==> src/sic_pkg.sv <==
// Purpose : Shared constants for the subsystem interrupt controller
// Assumes : 32-bit APB register bus, 16-bit flag and mask layout
// Notes   : All offsets are byte addresses

// ****************************************
// Package
// ****************************************
package sic_pkg;

  // Register byte offsets
  localparam logic [7:0] OFS_MASK    = 8'h00;
  localparam logic [7:0] OFS_FLAGS   = 8'h04;
  localparam logic [7:0] OFS_BANKSW  = 8'h08;
  localparam logic [7:0] OFS_DMASEL  = 8'h0c;
  localparam logic [7:0] OFS_HOSTCTL = 8'h10;
  localparam logic [7:0] OFS_STATUS  = 8'h14;
  localparam logic [7:0] OFS_TRAP    = 8'h18;

  // Flag and mask bit positions
  localparam int BIT_EXT0  = 0;
  localparam int BIT_EXT1  = 1;
  localparam int BIT_TIMER = 3;
  localparam int BIT_SP0RX = 4;
  localparam int BIT_SP0TX = 5;
  localparam int BIT_SEL6  = 6;
  localparam int BIT_SEL7  = 7;
  localparam int BIT_HOST  = 9;
  localparam int BIT_SEL10 = 10;
  localparam int BIT_SEL11 = 11;
  localparam int BIT_DMA4  = 12;
  localparam int BIT_DMA5  = 13;
  localparam int BIT_PEER  = 14;

  // Implemented bits; 15, 8 and 2 are reserved
  localparam logic [15:0] VALID_BITS = 16'h7efb;

  // Reset values
  localparam logic [15:0] RST_MASK   = 16'h0000;
  localparam logic [15:0] RST_FLAGS  = 16'h0000;
  localparam logic [3:0]  RST_DMASEL = 4'h0;

  // Vector and priority encoding
  localparam logic [6:0] VEC_RESET  = 7'h00;
  localparam logic [4:0] PRIO_RESET = 5'h01;
  localparam logic [6:0] VEC_BASE   = 7'h40;
  localparam logic [4:0] PRIO_BASE  = 5'h03;

  // Status register fields
  localparam int ST_IRQ_POS  = 15;
  localparam int ST_PRIO_POS = 8;

  // Synchroniser depth for pins
  localparam int SYNC_STAGES = 3;

endpackage

==> src/sic_req_if.sv <==
// Purpose : Request and answer bundle between flag logic and priority picker
// Assumes : Single clock domain
// Notes   : Purely combinational carrier

`timescale 1ns/10ps

// ****************************************
// Interface
// ****************************************
interface sic_req_if;
  logic [15:0] pending;
  logic        rst_pend;
  logic        valid;
  logic        is_rst;
  logic [3:0]  idx;
  logic [6:0]  vec;
  logic [4:0]  prio;

  modport ctrl (output pending, output rst_pend,
                input valid, input is_rst, input idx, input vec, input prio);
  modport pick (input pending, input rst_pend,
                output valid, output is_rst, output idx, output vec, output prio);
endinterface

==> src/sic_prio.sv <==
// Purpose : Picks the pending request with the smallest priority number
// Assumes : Pending bits already gated by mask and reserved bits
// Notes   : Reset request always outranks every flag

`timescale 1ns/10ps

// ****************************************
// Priority picker
// ****************************************
module sic_prio (
  sic_req_if.pick req
);

  function automatic logic [6:0] vec_of(input logic [3:0] i);
    vec_of = sic_pkg::VEC_BASE + {1'b0, i, 2'b00};
  endfunction

  always_comb begin
    req.valid  = 1'b0;
    req.is_rst = 1'b0;
    req.idx    = 4'h0;
    req.vec    = sic_pkg::VEC_RESET;
    req.prio   = sic_pkg::PRIO_RESET;
    // Downward scan so the lowest bit, the smallest number, wins
    for (int i = 15; i >= 0; i--) begin
      if (req.pending[i]) begin
        req.valid = 1'b1;
        req.idx   = 4'(i);
      end
    end
    if (req.valid) begin
      req.vec  = vec_of(req.idx);
      req.prio = sic_pkg::PRIO_BASE + {1'b0, req.idx};
    end
    if (req.rst_pend) begin
      req.valid  = 1'b1;
      req.is_rst = 1'b1;
      req.idx    = 4'h0;
      req.vec    = sic_pkg::VEC_RESET;
      req.prio   = sic_pkg::PRIO_RESET;
    end
  end

endmodule

==> src/sic_top.sv <==
// Purpose : Per-subsystem interrupt flag, mask and vector logic on APB
// Assumes : Peripheral requests are one-cycle pulses on clk_i
// Notes   : External pins and peer request cross in through three flops

`timescale 1ns/10ps

module sic_top #(
  parameter int ADDR_W = 8
) (
  // Clock and reset
  input  wire logic              clk_i,
  input  wire logic              rst_i,
  // APB slave
  input  wire logic              psel_i,
  input  wire logic              penable_i,
  input  wire logic              pwrite_i,
  input  wire logic [ADDR_W-1:0] paddr_i,
  input  wire logic [31:0]       pwdata_i,
  output logic      [31:0]       prdata_o,
  output logic                   pready_o,
  output logic                   pslverr_o,
  // External pins, active low
  input  wire logic              ext_irq_zero_n_i,
  input  wire logic              ext_irq_one_n_i,
  // On-chip request pulses
  input  wire logic              timer_irq_i,
  input  wire logic              sp0_rx_irq_i,
  input  wire logic              sp0_tx_irq_i,
  input  wire logic              sp1_rx_irq_i,
  input  wire logic              sp1_tx_irq_i,
  input  wire logic              sp2_rx_irq_i,
  input  wire logic              sp2_tx_irq_i,
  input  wire logic [5:0]        dma_irq_i,
  // Peer subsystem
  input  wire logic              peer_core_irq_i,
  output logic                   peer_irq_request_o,
  // Core vector port
  input  wire logic              irq_ack_i,
  output logic                   irq_o,
  output logic      [6:0]        irq_vector_o,
  output logic      [4:0]        irq_prio_o
);

  // ****************************************
  // Declarations
  // ****************************************
  sic_req_if req ();

  logic [15:0] interrupt_mask;
  logic [15:0] interrupt_flags;
  logic        peer_irq_request;
  logic [3:0]  dma_sel;
  logic [6:0]  trap_loc;
  logic        rst_pend;
  logic        irq_is_rst;
  logic [3:0]  irq_idx;

  logic [2:0]  sync1;
  logic [2:0]  sync2;
  logic [2:0]  sync3;
  logic [2:0]  stable;
  logic [2:0]  next_stable;
  logic [2:0]  rise;

  logic        acc;
  logic        wr;
  logic        hit;
  logic        host_req;
  logic [15:0] set_ev;
  logic [15:0] clr_ev;
  logic [15:0] next_flags;

  function automatic logic addr_hit(input logic [ADDR_W-1:0] a);
    addr_hit = (a == ADDR_W'(sic_pkg::OFS_MASK))    || (a == ADDR_W'(sic_pkg::OFS_FLAGS))  ||
               (a == ADDR_W'(sic_pkg::OFS_BANKSW))  || (a == ADDR_W'(sic_pkg::OFS_DMASEL)) ||
               (a == ADDR_W'(sic_pkg::OFS_HOSTCTL)) || (a == ADDR_W'(sic_pkg::OFS_STATUS)) ||
               (a == ADDR_W'(sic_pkg::OFS_TRAP));
  endfunction

  function automatic logic is_wr(input logic [ADDR_W-1:0] a, input logic [7:0] ofs);
    is_wr = wr && (a == ADDR_W'(ofs));
  endfunction

  // ****************************************
  // Pin synchronisers
  // ****************************************
  // Only agreeing second and third stages move the stable level
  assign next_stable = (sync2 & sync3) | (stable & (sync2 | sync3));
  assign rise        = next_stable & ~stable;

  always_ff @(posedge clk_i) begin
    if (rst_i) begin
      sync1  <= 3'h0;
      sync2  <= 3'h0;
      sync3  <= 3'h0;
      stable <= 3'h0;
    end else begin
      sync1  <= {peer_core_irq_i, ~ext_irq_one_n_i, ~ext_irq_zero_n_i};
      sync2  <= sync1;
      sync3  <= sync2;
      stable <= next_stable;
    end
  end

  // ****************************************
  // APB decode
  // ****************************************
  assign acc       = psel_i && penable_i;
  assign wr        = acc && pwrite_i;
  assign hit       = addr_hit(paddr_i);
  assign pready_o  = 1'b1;
  assign pslverr_o = acc && !hit;
  assign host_req  = is_wr(paddr_i, sic_pkg::OFS_HOSTCTL) && pwdata_i[0];

  // ****************************************
  // Flag set and clear
  // ****************************************
  always_comb begin
    set_ev                       = 16'h0000;
    set_ev[sic_pkg::BIT_EXT0]    = rise[0];
    set_ev[sic_pkg::BIT_EXT1]    = rise[1];
    set_ev[sic_pkg::BIT_TIMER]   = timer_irq_i;
    set_ev[sic_pkg::BIT_SP0RX]   = sp0_rx_irq_i;
    set_ev[sic_pkg::BIT_SP0TX]   = sp0_tx_irq_i;
    set_ev[sic_pkg::BIT_SEL6]    = dma_sel[0] ? dma_irq_i[0] : sp2_rx_irq_i;
    set_ev[sic_pkg::BIT_SEL7]    = dma_sel[1] ? dma_irq_i[1] : sp2_tx_irq_i;
    set_ev[sic_pkg::BIT_HOST]    = host_req;
    set_ev[sic_pkg::BIT_SEL10]   = dma_sel[2] ? dma_irq_i[2] : sp1_rx_irq_i;
    set_ev[sic_pkg::BIT_SEL11]   = dma_sel[3] ? dma_irq_i[3] : sp1_tx_irq_i;
    set_ev[sic_pkg::BIT_DMA4]    = dma_irq_i[4];
    set_ev[sic_pkg::BIT_DMA5]    = dma_irq_i[5];
    set_ev[sic_pkg::BIT_PEER]    = rise[2];
    clr_ev = 16'h0000;
    if (is_wr(paddr_i, sic_pkg::OFS_FLAGS)) begin
      clr_ev = pwdata_i[15:0];
    end
    if (irq_ack_i && irq_o && !irq_is_rst) begin
      clr_ev[irq_idx] = 1'b1;
    end
    // A set in the clearing cycle survives
    next_flags = ((interrupt_flags & ~clr_ev) | set_ev) & sic_pkg::VALID_BITS;
  end

  // ****************************************
  // Registers
  // ****************************************
  always_ff @(posedge clk_i) begin
    if (rst_i) begin
      interrupt_flags <= sic_pkg::RST_FLAGS;
    end else begin
      interrupt_flags <= next_flags;
    end
  end

  always_ff @(posedge clk_i) begin
    if (rst_i) begin
      interrupt_mask   <= sic_pkg::RST_MASK;
      peer_irq_request <= 1'b0;
      dma_sel          <= sic_pkg::RST_DMASEL;
      trap_loc         <= 7'h00;
    end else begin
      if (is_wr(paddr_i, sic_pkg::OFS_MASK)) begin
        interrupt_mask <= pwdata_i[15:0] & sic_pkg::VALID_BITS;
      end
      if (is_wr(paddr_i, sic_pkg::OFS_BANKSW)) begin
        // Level stays up until software writes zero again
        peer_irq_request <= pwdata_i[0];
      end
      if (is_wr(paddr_i, sic_pkg::OFS_DMASEL)) begin
        dma_sel <= pwdata_i[3:0];
      end
      if (is_wr(paddr_i, sic_pkg::OFS_TRAP)) begin
        // Upper software numbers map to 0x04 through 0x40, the last one on the first hardware vector
        trap_loc <= pwdata_i[4] ? {1'b0, pwdata_i[3:0], 2'b00} + 7'h04
                                : sic_pkg::VEC_BASE + {1'b0, pwdata_i[3:0], 2'b00};
      end
    end
  end

  assign peer_irq_request_o = peer_irq_request;

  // ****************************************
  // Vector selection
  // ****************************************
  assign req.pending  = interrupt_flags & interrupt_mask & sic_pkg::VALID_BITS;
  assign req.rst_pend = rst_pend;

  sic_prio u_prio (
    .req (req)
  );

  always_ff @(posedge clk_i) begin
    if (rst_i) begin
      rst_pend <= 1'b1;
    end else if (irq_ack_i && irq_o && irq_is_rst) begin
      rst_pend <= 1'b0;
    end
  end

  // Registered one cycle behind the flags to keep outputs glitch free
  always_ff @(posedge clk_i) begin
    if (rst_i) begin
      irq_o        <= 1'b0;
      irq_is_rst   <= 1'b0;
      irq_idx      <= 4'h0;
      irq_vector_o <= 7'h00;
      irq_prio_o   <= 5'h00;
    end else begin
      irq_o        <= req.valid;
      irq_is_rst   <= req.is_rst;
      irq_idx      <= req.idx;
      irq_vector_o <= req.vec;
      irq_prio_o   <= req.prio;
    end
  end

  // ****************************************
  // Read data
  // ****************************************
  always_ff @(posedge clk_i) begin
    if (rst_i) begin
      prdata_o <= 32'h0000_0000;
    end else if (psel_i && !penable_i) begin
      prdata_o <= 32'h0000_0000;
      case (paddr_i)
        ADDR_W'(sic_pkg::OFS_MASK):   prdata_o[15:0] <= interrupt_mask;
        ADDR_W'(sic_pkg::OFS_FLAGS):  prdata_o[15:0] <= interrupt_flags;
        ADDR_W'(sic_pkg::OFS_BANKSW): prdata_o[0]    <= peer_irq_request;
        ADDR_W'(sic_pkg::OFS_DMASEL): prdata_o[3:0]  <= dma_sel;
        ADDR_W'(sic_pkg::OFS_STATUS): begin
          prdata_o[sic_pkg::ST_IRQ_POS]                        <= irq_o;
          prdata_o[sic_pkg::ST_PRIO_POS +: 5]                  <= irq_prio_o;
          prdata_o[6:0]                                        <= irq_vector_o;
        end
        ADDR_W'(sic_pkg::OFS_TRAP):   prdata_o[6:0]  <= trap_loc;
        default:                      prdata_o       <= 32'h0000_0000;
      endcase
    end
  end

  logic [15:0] low_mask;
  assign low_mask = (16'h0001 << irq_idx) - 16'h0001;
endmodule

==> config.mk <==
export PLATFORM = sky130hd
export DESIGN_NAME = sic_top
export DESIGN_NICKNAME = d
export VERILOG_FILES = /design/src/sic_pkg.sv /design/src/sic_req_if.sv /design/src/sic_prio.sv /design/src/sic_top.sv
export SDC_FILE = /design/constraint.sdc
export NUM_CORES = 1
export LEC_CHECK = 0
export ABC_AREA = 1
export BUFFER_PORTS_ARGS = -buffer_cell sky130_fd_sc_hd__buf_4
export CAP_MARGIN = 20
export CORE_ASPECT_RATIO = 1.75
export CORE_MARGIN = 3
export CORE_UTILIZATION = 47
export DETAILED_ROUTE_END_ITERATION = 10
export HOLD_SLACK_MARGIN = 0.03
export PLACE_DENSITY = 0.74
export SLEW_MARGIN = 20
export SYNTH_ARGS = -nofsm -noshare
export SYNTH_HDL_FRONTEND = slang
export SYNTH_SLANG_ARGS = --single-unit
==> constraint.sdc <==
create_clock -name clk_i -period 2.1 [get_ports clk_i]
set_clock_uncertainty 0.1 [all_clocks]
set_input_delay 0.105 -clock clk_i [delete_from_list [all_inputs] [get_ports clk_i]]
set_output_delay 0.105 -clock clk_i [all_outputs]
set_load 0.02 [all_outputs]
* Yosys cells after proc, flatten, opt, wreduce, memory -nomap -nowiden
Cells that the tools add are included.
** Storage, ports and cells
- Register bits after elaboration :: 85
- Bits of input ports :: 62
- Output and inout port bits :: 48
- Logic and storage cells :: 116
** Cells by class
- $add $sub $neg :: 4
- $lt $le $gt $ge :: 2
- Equal/unequal tests :: 6
- Mux-type cells :: 46
- Bitwise logic cells :: 14
- Reductions and logical operators :: 27
** Operators with widths (number)
- 2-to-1 mux 4 bit :: 13
- AND 15 bit :: 2
- 2-to-1 mux 15 bit :: 2
- OR 15 bit :: 2
- == test 8 x 5 -> 1 bit (second input constant) :: 3
- 2-to-1 mux 1 bit :: 22
- == test 8 x 4 -> 1 bit (second input constant) :: 2
- logical AND 1 bit :: 15
- inverter 15 bit :: 1
- one-hot mux 3 bit (5 select lines) :: 1
- one-hot mux 5 bit (3 select lines) :: 1
- adder 7 x 6 -> 7 bit (first input constant) :: 2
- one-hot mux 3 bit (4 select lines) :: 1
- AND 3 bit :: 3
- == test 8 x 3 -> 1 bit (second input constant) :: 1
- logical NOT 8 bit :: 1
- adder 6 x 3 -> 7 bit (second input constant) :: 1
- 2-to-1 mux 7 bit :: 1
- logical OR 1 bit :: 6
- OR 3 bit :: 2
- one-hot mux 1 bit (6 select lines) :: 1
- adder 2 x 4 -> 5 bit (first input constant) :: 1
- less-than comparator 4 x 5 -> 1 bit (second input constant) :: 1
- demux 1 bit (select 4 bit) :: 1
- other kinds (8) :: 13

* Longest topological paths before layout
Gate-level depths: netlist of run 1.
- Depth after elaboration :: 17
- Mapped depth :: 15
- Mapped depth without buffers :: 15

* Cells and area by module
From an unflattened synthesis of run 1, not the netlist that was laid out.
** Unflattened totals
- Cells, all modules :: 612
- Area, all modules :: 4182.8 um^2
** Modules (own cells, without submodules)
- sic_top :: times used 1, cells an instance 525, area each 3738.6 um^2, seq. area each 1661.6 um^2
- sic_prio :: times used 1, cells an instance 87, area each 444.2 um^2, seq. area each 0.0 um^2

* Worst setup path before layout of run 1
OpenSTA, ideal clock, no wires.
- Kind :: register to register
- From :: register irq_o
- To :: register interrupt_flags[13]
- Setup time :: 0.132 ns
- Arrival time :: 1.335 ns
- Data required time :: 1.868 ns
- Setup slack :: 0.533 ns
- Stages on the path, launching flop included :: 10
- Path buffers :: 0
- Clock period less this slack :: 1.567 ns
- Path through :: dfxtp_1 -> nand2_1 -> nor2_1 -> inv_1 -> nor3_1 -> inv_1 -> o21ai_0 -> a21oi_1 -> nor2_1 -> nor2_1
** On the way
- Word-level cells in the longest chain between the ends :: 6
** Ends and longest elaborated chain
- from (decl) :: line sic_top.sv:39 : output logic irq_o,
- from (signal assigned) :: line sic_top.sv:209 : irq_o <= req.valid;
- logical AND 1 bit (2 in a row) :: line sic_top.sv:137 : if (irq_ack_i && irq_o && !irq_is_rst) begin
- 2-to-1 mux 15 bit :: line sic_top.sv:137
- inverter 15 bit :: line sic_top.sv:141 : next_flags = ((interrupt_flags & ~clr_ev) | set_ev) & sic_pkg::VALID_BITS;
- AND 15 bit :: line sic_top.sv:141
- OR 15 bit :: line sic_top.sv:141
- to (signal assigned) :: line sic_top.sv:149 : interrupt_flags <= sic_pkg::RST_FLAGS;
- to (signal assigned) :: line sic_top.sv:151 : interrupt_flags <= next_flags;
- to (decl) :: line sic_top.sv:50 : logic [15:0] interrupt_flags;
No other way between the ends.
A chain may end at the register's enable or synchronous reset.

* Worst setup path in the final report of run 1
Same ends and word-level chain as after synthesis.

==> impl_metrics.json, run 1 <==
{
  "outcome": "complete, no violations",
  "cp_num_buf_inv": 2,
  "cts_made_buffers": 9,
  "synth_cell_types": 43,
  "fp.dieH_um": 124,
  "synth-edff-count": 0,
  "grt_max_degree": 41,
  "pin_count": 110,
  "netlist_area_um2": 3740,
  "yosysWarnings": 0,
  "period_needed_ns": 1.83,
  "wl_per_cell_um": 15.2,
  "drc": 0,
  "crit_path_end_kind": "register",
  "dpl_cell_area_um2": 4250,
  "grt_overflow": 0,
  "clock_latency_ns": 0.34,
  "cts_tree": "done",
  "routabilityCongestion": 0.906,
  "row_count": 42,
  "cts_buffer_depth": 2,
  "synth_area_leaders": "dfxtp_1, nand2_1, nor2_1",
  "r2r_cells": 9,
  "drv_slew": 0,
  "synth_top_flop_cell": "dfxtp_1",
  "antenna_found_initial": 0,
  "path_delay_family": "simple AND/OR/NAND/NOR gates",
  "routed_wl_um": 10700,
  "num_antenna_cells": 0,
  "grt_pass1_wl_um": 16600,
  "vias_per_cell": 5.20,
  "dieArea_um2": 9110,
  "fin_hold_ws_ns": 0.0771,
  "cp-start-kind": "register",
  "start_util": 0.488,
  "async_reset_ff_frac": 0,
  "max_stage_delay_ns": 0.42,
  "rsz0062_at_grt": "false",
  "finalSetupTns_ns": 0,
  "layout_commonest_cell": "nand2_1",
  "cts.clk_slew.worst_paths_ns": 0.06,
  "worstPathRequired_ns": 2.21,
  "hp-class": "in -> reg",
  "ys_seq_elements": 81,
  "slowest_stage": "dfxtp_1",
  "final_hold_viol_count": 0,
  "setup_viol_count_final": 0,
  "final_cell_mix": "nand2_1, dfxtp_1, buf_4",
  "dp_hpwl_um": 7930,
  "path_cells": "nand2_1 -> nor2_1 -> inv_1 -> nor3_1 -> inv_1 -> o21ai_0 -> a21oi_1 -> nor2_1 -> nor2_1",
  "antenna_left": 0,
  "hold_depth": 4,
  "nNetsFinal": 671,
  "cts.sinks": 81,
  "crit_top_cell": "nor2_1",
  "p_per_area_nw_per_um2": 688,
  "maxCapViolations": 0,
  "crit_arrival_ns": 1.94,
  "fmax_mhz": 548,
  "first_global_vias": 3522,
  "critical_path_class": "reg -> reg",
  "syn2layout_area_growth_pct": 29.5,
  "min_period_over_period": 0.870,
  "core-area_um2": 7670,
  "drt_iter0_drc": 208,
  "finalNonFillerCells": 700,
  "portBuffers": 72,
  "syn_avg_cell_area_um2": 7.41,
  "ys_seq_area_frac": 0.433,
  "yosysTopAreaCell": "dfxtp_1",
  "finalInstanceArea_um2": 4850,
  "cts-root-buf": "clkbuf_16",
  "p_leak_uw": 0.00215,
  "synth.top_cell.area_share": 0.433,
  "die_x_um": 73.5,
  "drt_pass1_iterations": 5,
  "path_max_fanout": 5,
  "drive_above_1_share": 0.201,
  "synthCells": 505,
  "dp.cells": 652,
  "via_count": 3638,
  "path_depth": 9,
  "ir_drop_mv": 0.624,
  "grt_usage": 0.242,
  "htreeDepth": 3
}
-- cell type report --
cell class / count / area, µm²
clock buffer: 11 / 243
inverter: 56 / 211
timing repair buffer: 108 / 891
multi-input combinational: 351 / 1740
tap: 88 / 110
fill: 694 / 2830
clock inverter: 5 / 31.3
sequential: 81 / 1620
-- state kept, by name, summed over array words and instances (netlist names) --
name and cells:
irq_o 1, dma_sel 4, irq_vector_o 5, interrupt_flags 13
interrupt_mask 13, peer_irq_request_o 1, irq_prio_o 5, req.rst_pend 1
irq_idx 4, prdata_o 16, trap_loc 5, stable 3
sync2 3, sync1 3, sync3 3, irq_is_rst 1
-- metal layers --
layer / wire length (µm) / track usage
met5: 0 / 0
met4: 503 / 0.150
met3: 523 / 0.0493
met2: 5650 / 0.420
met1: 3990 / 0.260
-- metrics by stage --
stage / setup WS [ns] / util / power [µW]
floorplan: 0.533 / - / 1780
global placement: 0.331 / 0.554 / 1870
detailed placement: 0.297 / 0.554 / 1880
CTS: 0.286 / 0.632 / 3340
global route: 0.0886 / 0.632 / 3440
finish: 0.274 / 0.632 / 3330
-- final timing paths --
kind | startpoint | end | slack (ns)
max | irq_o$_SDFF_PP0_ | interrupt_flags[13]$_SDFF_PP0_ | 0.27
min | paddr_i[2] | interrupt_flags[9]$_SDFF_PP0_ | 0.08
max reg2reg | irq_o$_SDFF_PP0_ | interrupt_flags[13]$_SDFF_PP0_ | 0.27
min reg2reg | sync1[1]$_SDFF_PP0_ | sync2[1]$_SDFF_PP0_ | 0.31
-- cell families (layout without fill, tap and decap cells) --
logic type,count (synthesis),after routing,synth area share
buffers and inverters,90,180,0.119
other,2,19,0.00201
AOI/OAI and AO/OA,104,104,0.163
xor gates and xnor gates,1,1,0.00234
muxes,4,4,0.0107
and+or+nand+nor,221,221,0.262
DFF,81,81,0.433
adders and majority gates,2,2,0.00669
-- worst min-delay path, cell delays in order --
cell and delay [ns]:
buf_4 0.11, nor3_4 0.05, nand4_1 0.12, a21oi_1 0.08
-- Yosys cell counts, drive strengths merged (5+ instances only) --
cell,number
a21oi,43
nand2,120
dfxtp,81
nor3,6
nor2,65
buf,27
nand3,19
o211ai,7
nand4,5
inv,54
clkbuf,7
o21ai,36
-- power breakdown --
part           switching (µW)  total, µW  internal (µW)
logic                     163        299            136
clock network             615       1440            828
registers                23.7       1590           1570
total                     801       3330           2530
-- timing repair --
action / 4_1_cts / 5_1_grt
buffers inserted: 0 / 0
hold buffers: 32 / 0
endpoints found under the hold margin: 34 / 0
gates resized for setup: 0 / 0
No activity file was read; power rests on OpenSTA's default activity.
==> run 2: changes to the inputs <==
--- a/config.mk
+++ b/config.mk
@@ -7,11 +7,11 @@
 export LEC_CHECK = 0
 export ABC_AREA = 1
 export BUFFER_PORTS_ARGS = -buffer_cell sky130_fd_sc_hd__buf_4
-export CAP_MARGIN = 20
 export CORE_ASPECT_RATIO = 1.75
 export CORE_MARGIN = 3
 export CORE_UTILIZATION = 47
 export DETAILED_ROUTE_END_ITERATION = 10
+export GPL_TIMING_DRIVEN = 0
 export HOLD_SLACK_MARGIN = 0.03
 export PLACE_DENSITY = 0.74
 export SLEW_MARGIN = 20
==> impl_metrics.json, run 2 (synthesis gave the netlist of run 1 again) <==
{
  "cp-start-kind": "register",
  "start_util": 0.488,
  "cts-root-buf": "clkbuf_16",
  "crit_top_cell": "nand2_1",
  "switching_power_uw": 817,
  "finalNonFillerCells": 729,
  "drv_slew": 0,
  "clock_latency_ns": 0.33,
  "worstPathRequired_ns": 2.21,
  "power_frac_seq": 0.461,
  "via_count": 3809,
  "p_per_area_nw_per_um2": 685,
  "grt_pass1_wl_um": 18400,
  "pwr-share-comb": 0.098,
  "fin_hold_ws_ns": 0.0405,
  "cts_made_buffers": 9,
  "p_leak_uw": 0.00227,
  "power_frac_clock": 0.442,
  "cts_tree": "done",
  "tightestPinTransition_ns": 0.717,
  "antenna_found_initial": 0,
  "path_delay_family": "simple AND/OR/NAND/NOR gates",
  "maxCapViolations": 0,
  "dp.cells": 681,
  "total_power_uw": 3460,
  "grt_usage": 0.268,
  "cts.clk_slew.worst_paths_ns": 0.06,
  "grt_max_degree": 14,
  "cp_num_buf_inv": 1,
  "layout_commonest_cell": "nand2_1",
  "routabilityCongestion": 0.950,
  "crit_path_end_kind": "register",
  "finalSetupTns_ns": 0,
  "drt_pass1_iterations": 5,
  "syn2layout_area_growth_pct": 35.1,
  "cts.sinks": 81,
  "drt_iter0_drc": 223,
  "ff_latch_area_um2": 1620,
  "portBuffers": 71,
  "max_stage_delay_ns": 0.37,
  "htreeDepth": 3,
  "cts_buffer_depth": 2,
  "nNetsFinal": 700,
  "rsz0062_at_grt": "false",
  "first_global_vias": 3768,
  "setup_viol_count_final": 0,
  "path_max_fanout": 5,
  "cts_setup_buffers": 0,
  "dp_hpwl_um": 8610,
  "p_int_uw": 2650,
  "final_hold_viol_count": 0,
  "pin_count": 110,
  "setup_ws_ns": 0.159,
  "routed_wl_um": 11600,
  "largest_reg_flops": 16,
  "final_cell_mix": "nand2_1, buf_4, dfxtp_1",
  "drc": 0,
  "relSlewSlack": 0.522,
  "vias_per_cell": 5.22,
  "min_period_over_period": 0.924,
  "outcome": "complete, no violations",
  "dieArea_um2": 9110,
  "top_register": "prdata_o",
  "critical_path_class": "reg -> reg",
  "grt_overflow": 0,
  "netSwitchingFraction": 0.236,
  "crit_arrival_ns": 2.05,
  "reg_top3": "prdata_o: 16 flops, interrupt_flags: 13 flops, interrupt_mask: 13 flops",
  "core-area_um2": 7670,
  "fmax_mhz": 515,
  "slowest_stage": "nor4_1",
  "period_needed_ns": 1.94,
  "place_ws_ns": 0.194,
  "path_cells": "nand2_1 -> inv_1 -> nand2_1 -> nand2_1 -> nand2_1 -> nand2_1 -> nand2_1 -> nand2_1 -> nand2_1 -> nand2_1 -> nand2_1 -> ha_1 -> nor4_1",
  "hp-class": "in -> reg",
  "antenna_left": 0,
  "num_antenna_cells": 0,
  "fp.dieH_um": 124,
  "multiInputGateArea_um2": 1740,
  "fillers": 684,
  "drive_above_1_share": 0.223,
  "die_x_um": 73.5,
  "ir_drop_mv": 0.646,
  "wl_per_cell_um": 15.9,
  "row_count": 42
}
-- run 2: changes by cell type in the layout (fill, tap and decap cells not counted) --
| cell | before | now |
|---|---|---|
| buf_4 | 76 | 91 |
| clkbuf_1 | 1 | 8 |
| buf_6 | 0 | 4 |
| buf_1 | 0 | 2 |
| buf_2 | 0 | 1 |
| bufinv_16 | 0 | 1 |
| clkbuf_8 | 1 | 0 |
| clkinv_2 | 4 | 5 |
| clkinvlp_4 | 1 | 0 |
-- run 2: per-layer routing --
| layer | wire length (µm) | global-route usage | up-vias |
|---|---|---|---|
| met2 | 6130 | 0.474 | 175 |
| li1 | - | - | 1861 |
| met3 | 793 | 0.0517 | 39 |
| met5 | 0 | 0 | - |
| met1 | 4150 | 0.295 | 1734 |
| met4 | 551 | 0.142 | 0 |
-- run 2: area by class of cell --
type | instances | share of cell area
buffer | 34 | 0.0463
clock buffer | 10 | 0.0453
clock inverter | 6 | 0.0116
inverter | 56 | 0.0418
multi-input combinational | 351 | 0.344
sequential | 81 | 0.321
tap | 88 | 0.0218
timing repair buffer | 103 | 0.169
-- run 2: repair_timing --
item                                   CTS  global route
hold buffers                            32             0
resized for setup                        0             0
endpoints found under the hold margin   30             0
-- run 2: power by group through the flow --
stage	combinational (µW)	clock, µW	sequential, µW
floorplan	151	0	1630
global placement	282	0	1630
detailed placement	286	0	1630
CTS	333	1550	1590
global route	365	1610	1600
finish	338	1530	1590
-- run 2: metrics by stage --
step / cell area, µm² / utilization
after floorplan: 3810 / -
after global placement: 4450 / 0.580
after detailed placement: 4450 / 0.580
after CTS: 5060 / 0.659
after global routing: 5060 / 0.659
final: 5060 / 0.659
-- run 2: worst paths after layout --
kind,endpoint,startpoint,slack [ns],cells past startpoint
setup / recovery,irq_prio_o[4]$_SDFF_PP0_,interrupt_mask[13]$_SDFFE_PP0P_,0.16,13
hold / removal,trap_loc[6]$_SDFFE_PP0P_,pwdata_i[4],0.04,2
setup reg to reg,irq_prio_o[4]$_SDFF_PP0_,interrupt_mask[13]$_SDFFE_PP0P_,0.16,13
hold reg to reg,sync2[0]$_SDFF_PP0_,sync1[0]$_SDFF_PP0_,0.30,2
-- run 2: worst reg2reg max path, stage by stage, from the launching register on --
cell and delay (ns):
dfxtp_1 0.36, nand2_1 0.09, inv_1 0.06, nand2_1 0.05, nand2_1 0.05, nand2_1 0.05
nand2_1 0.05, nand2_1 0.06, nand2_1 0.06, nand2_1 0.04, nand2_1 0.05, nand2_1 0.15
ha_1 0.28, nor4_1 0.37
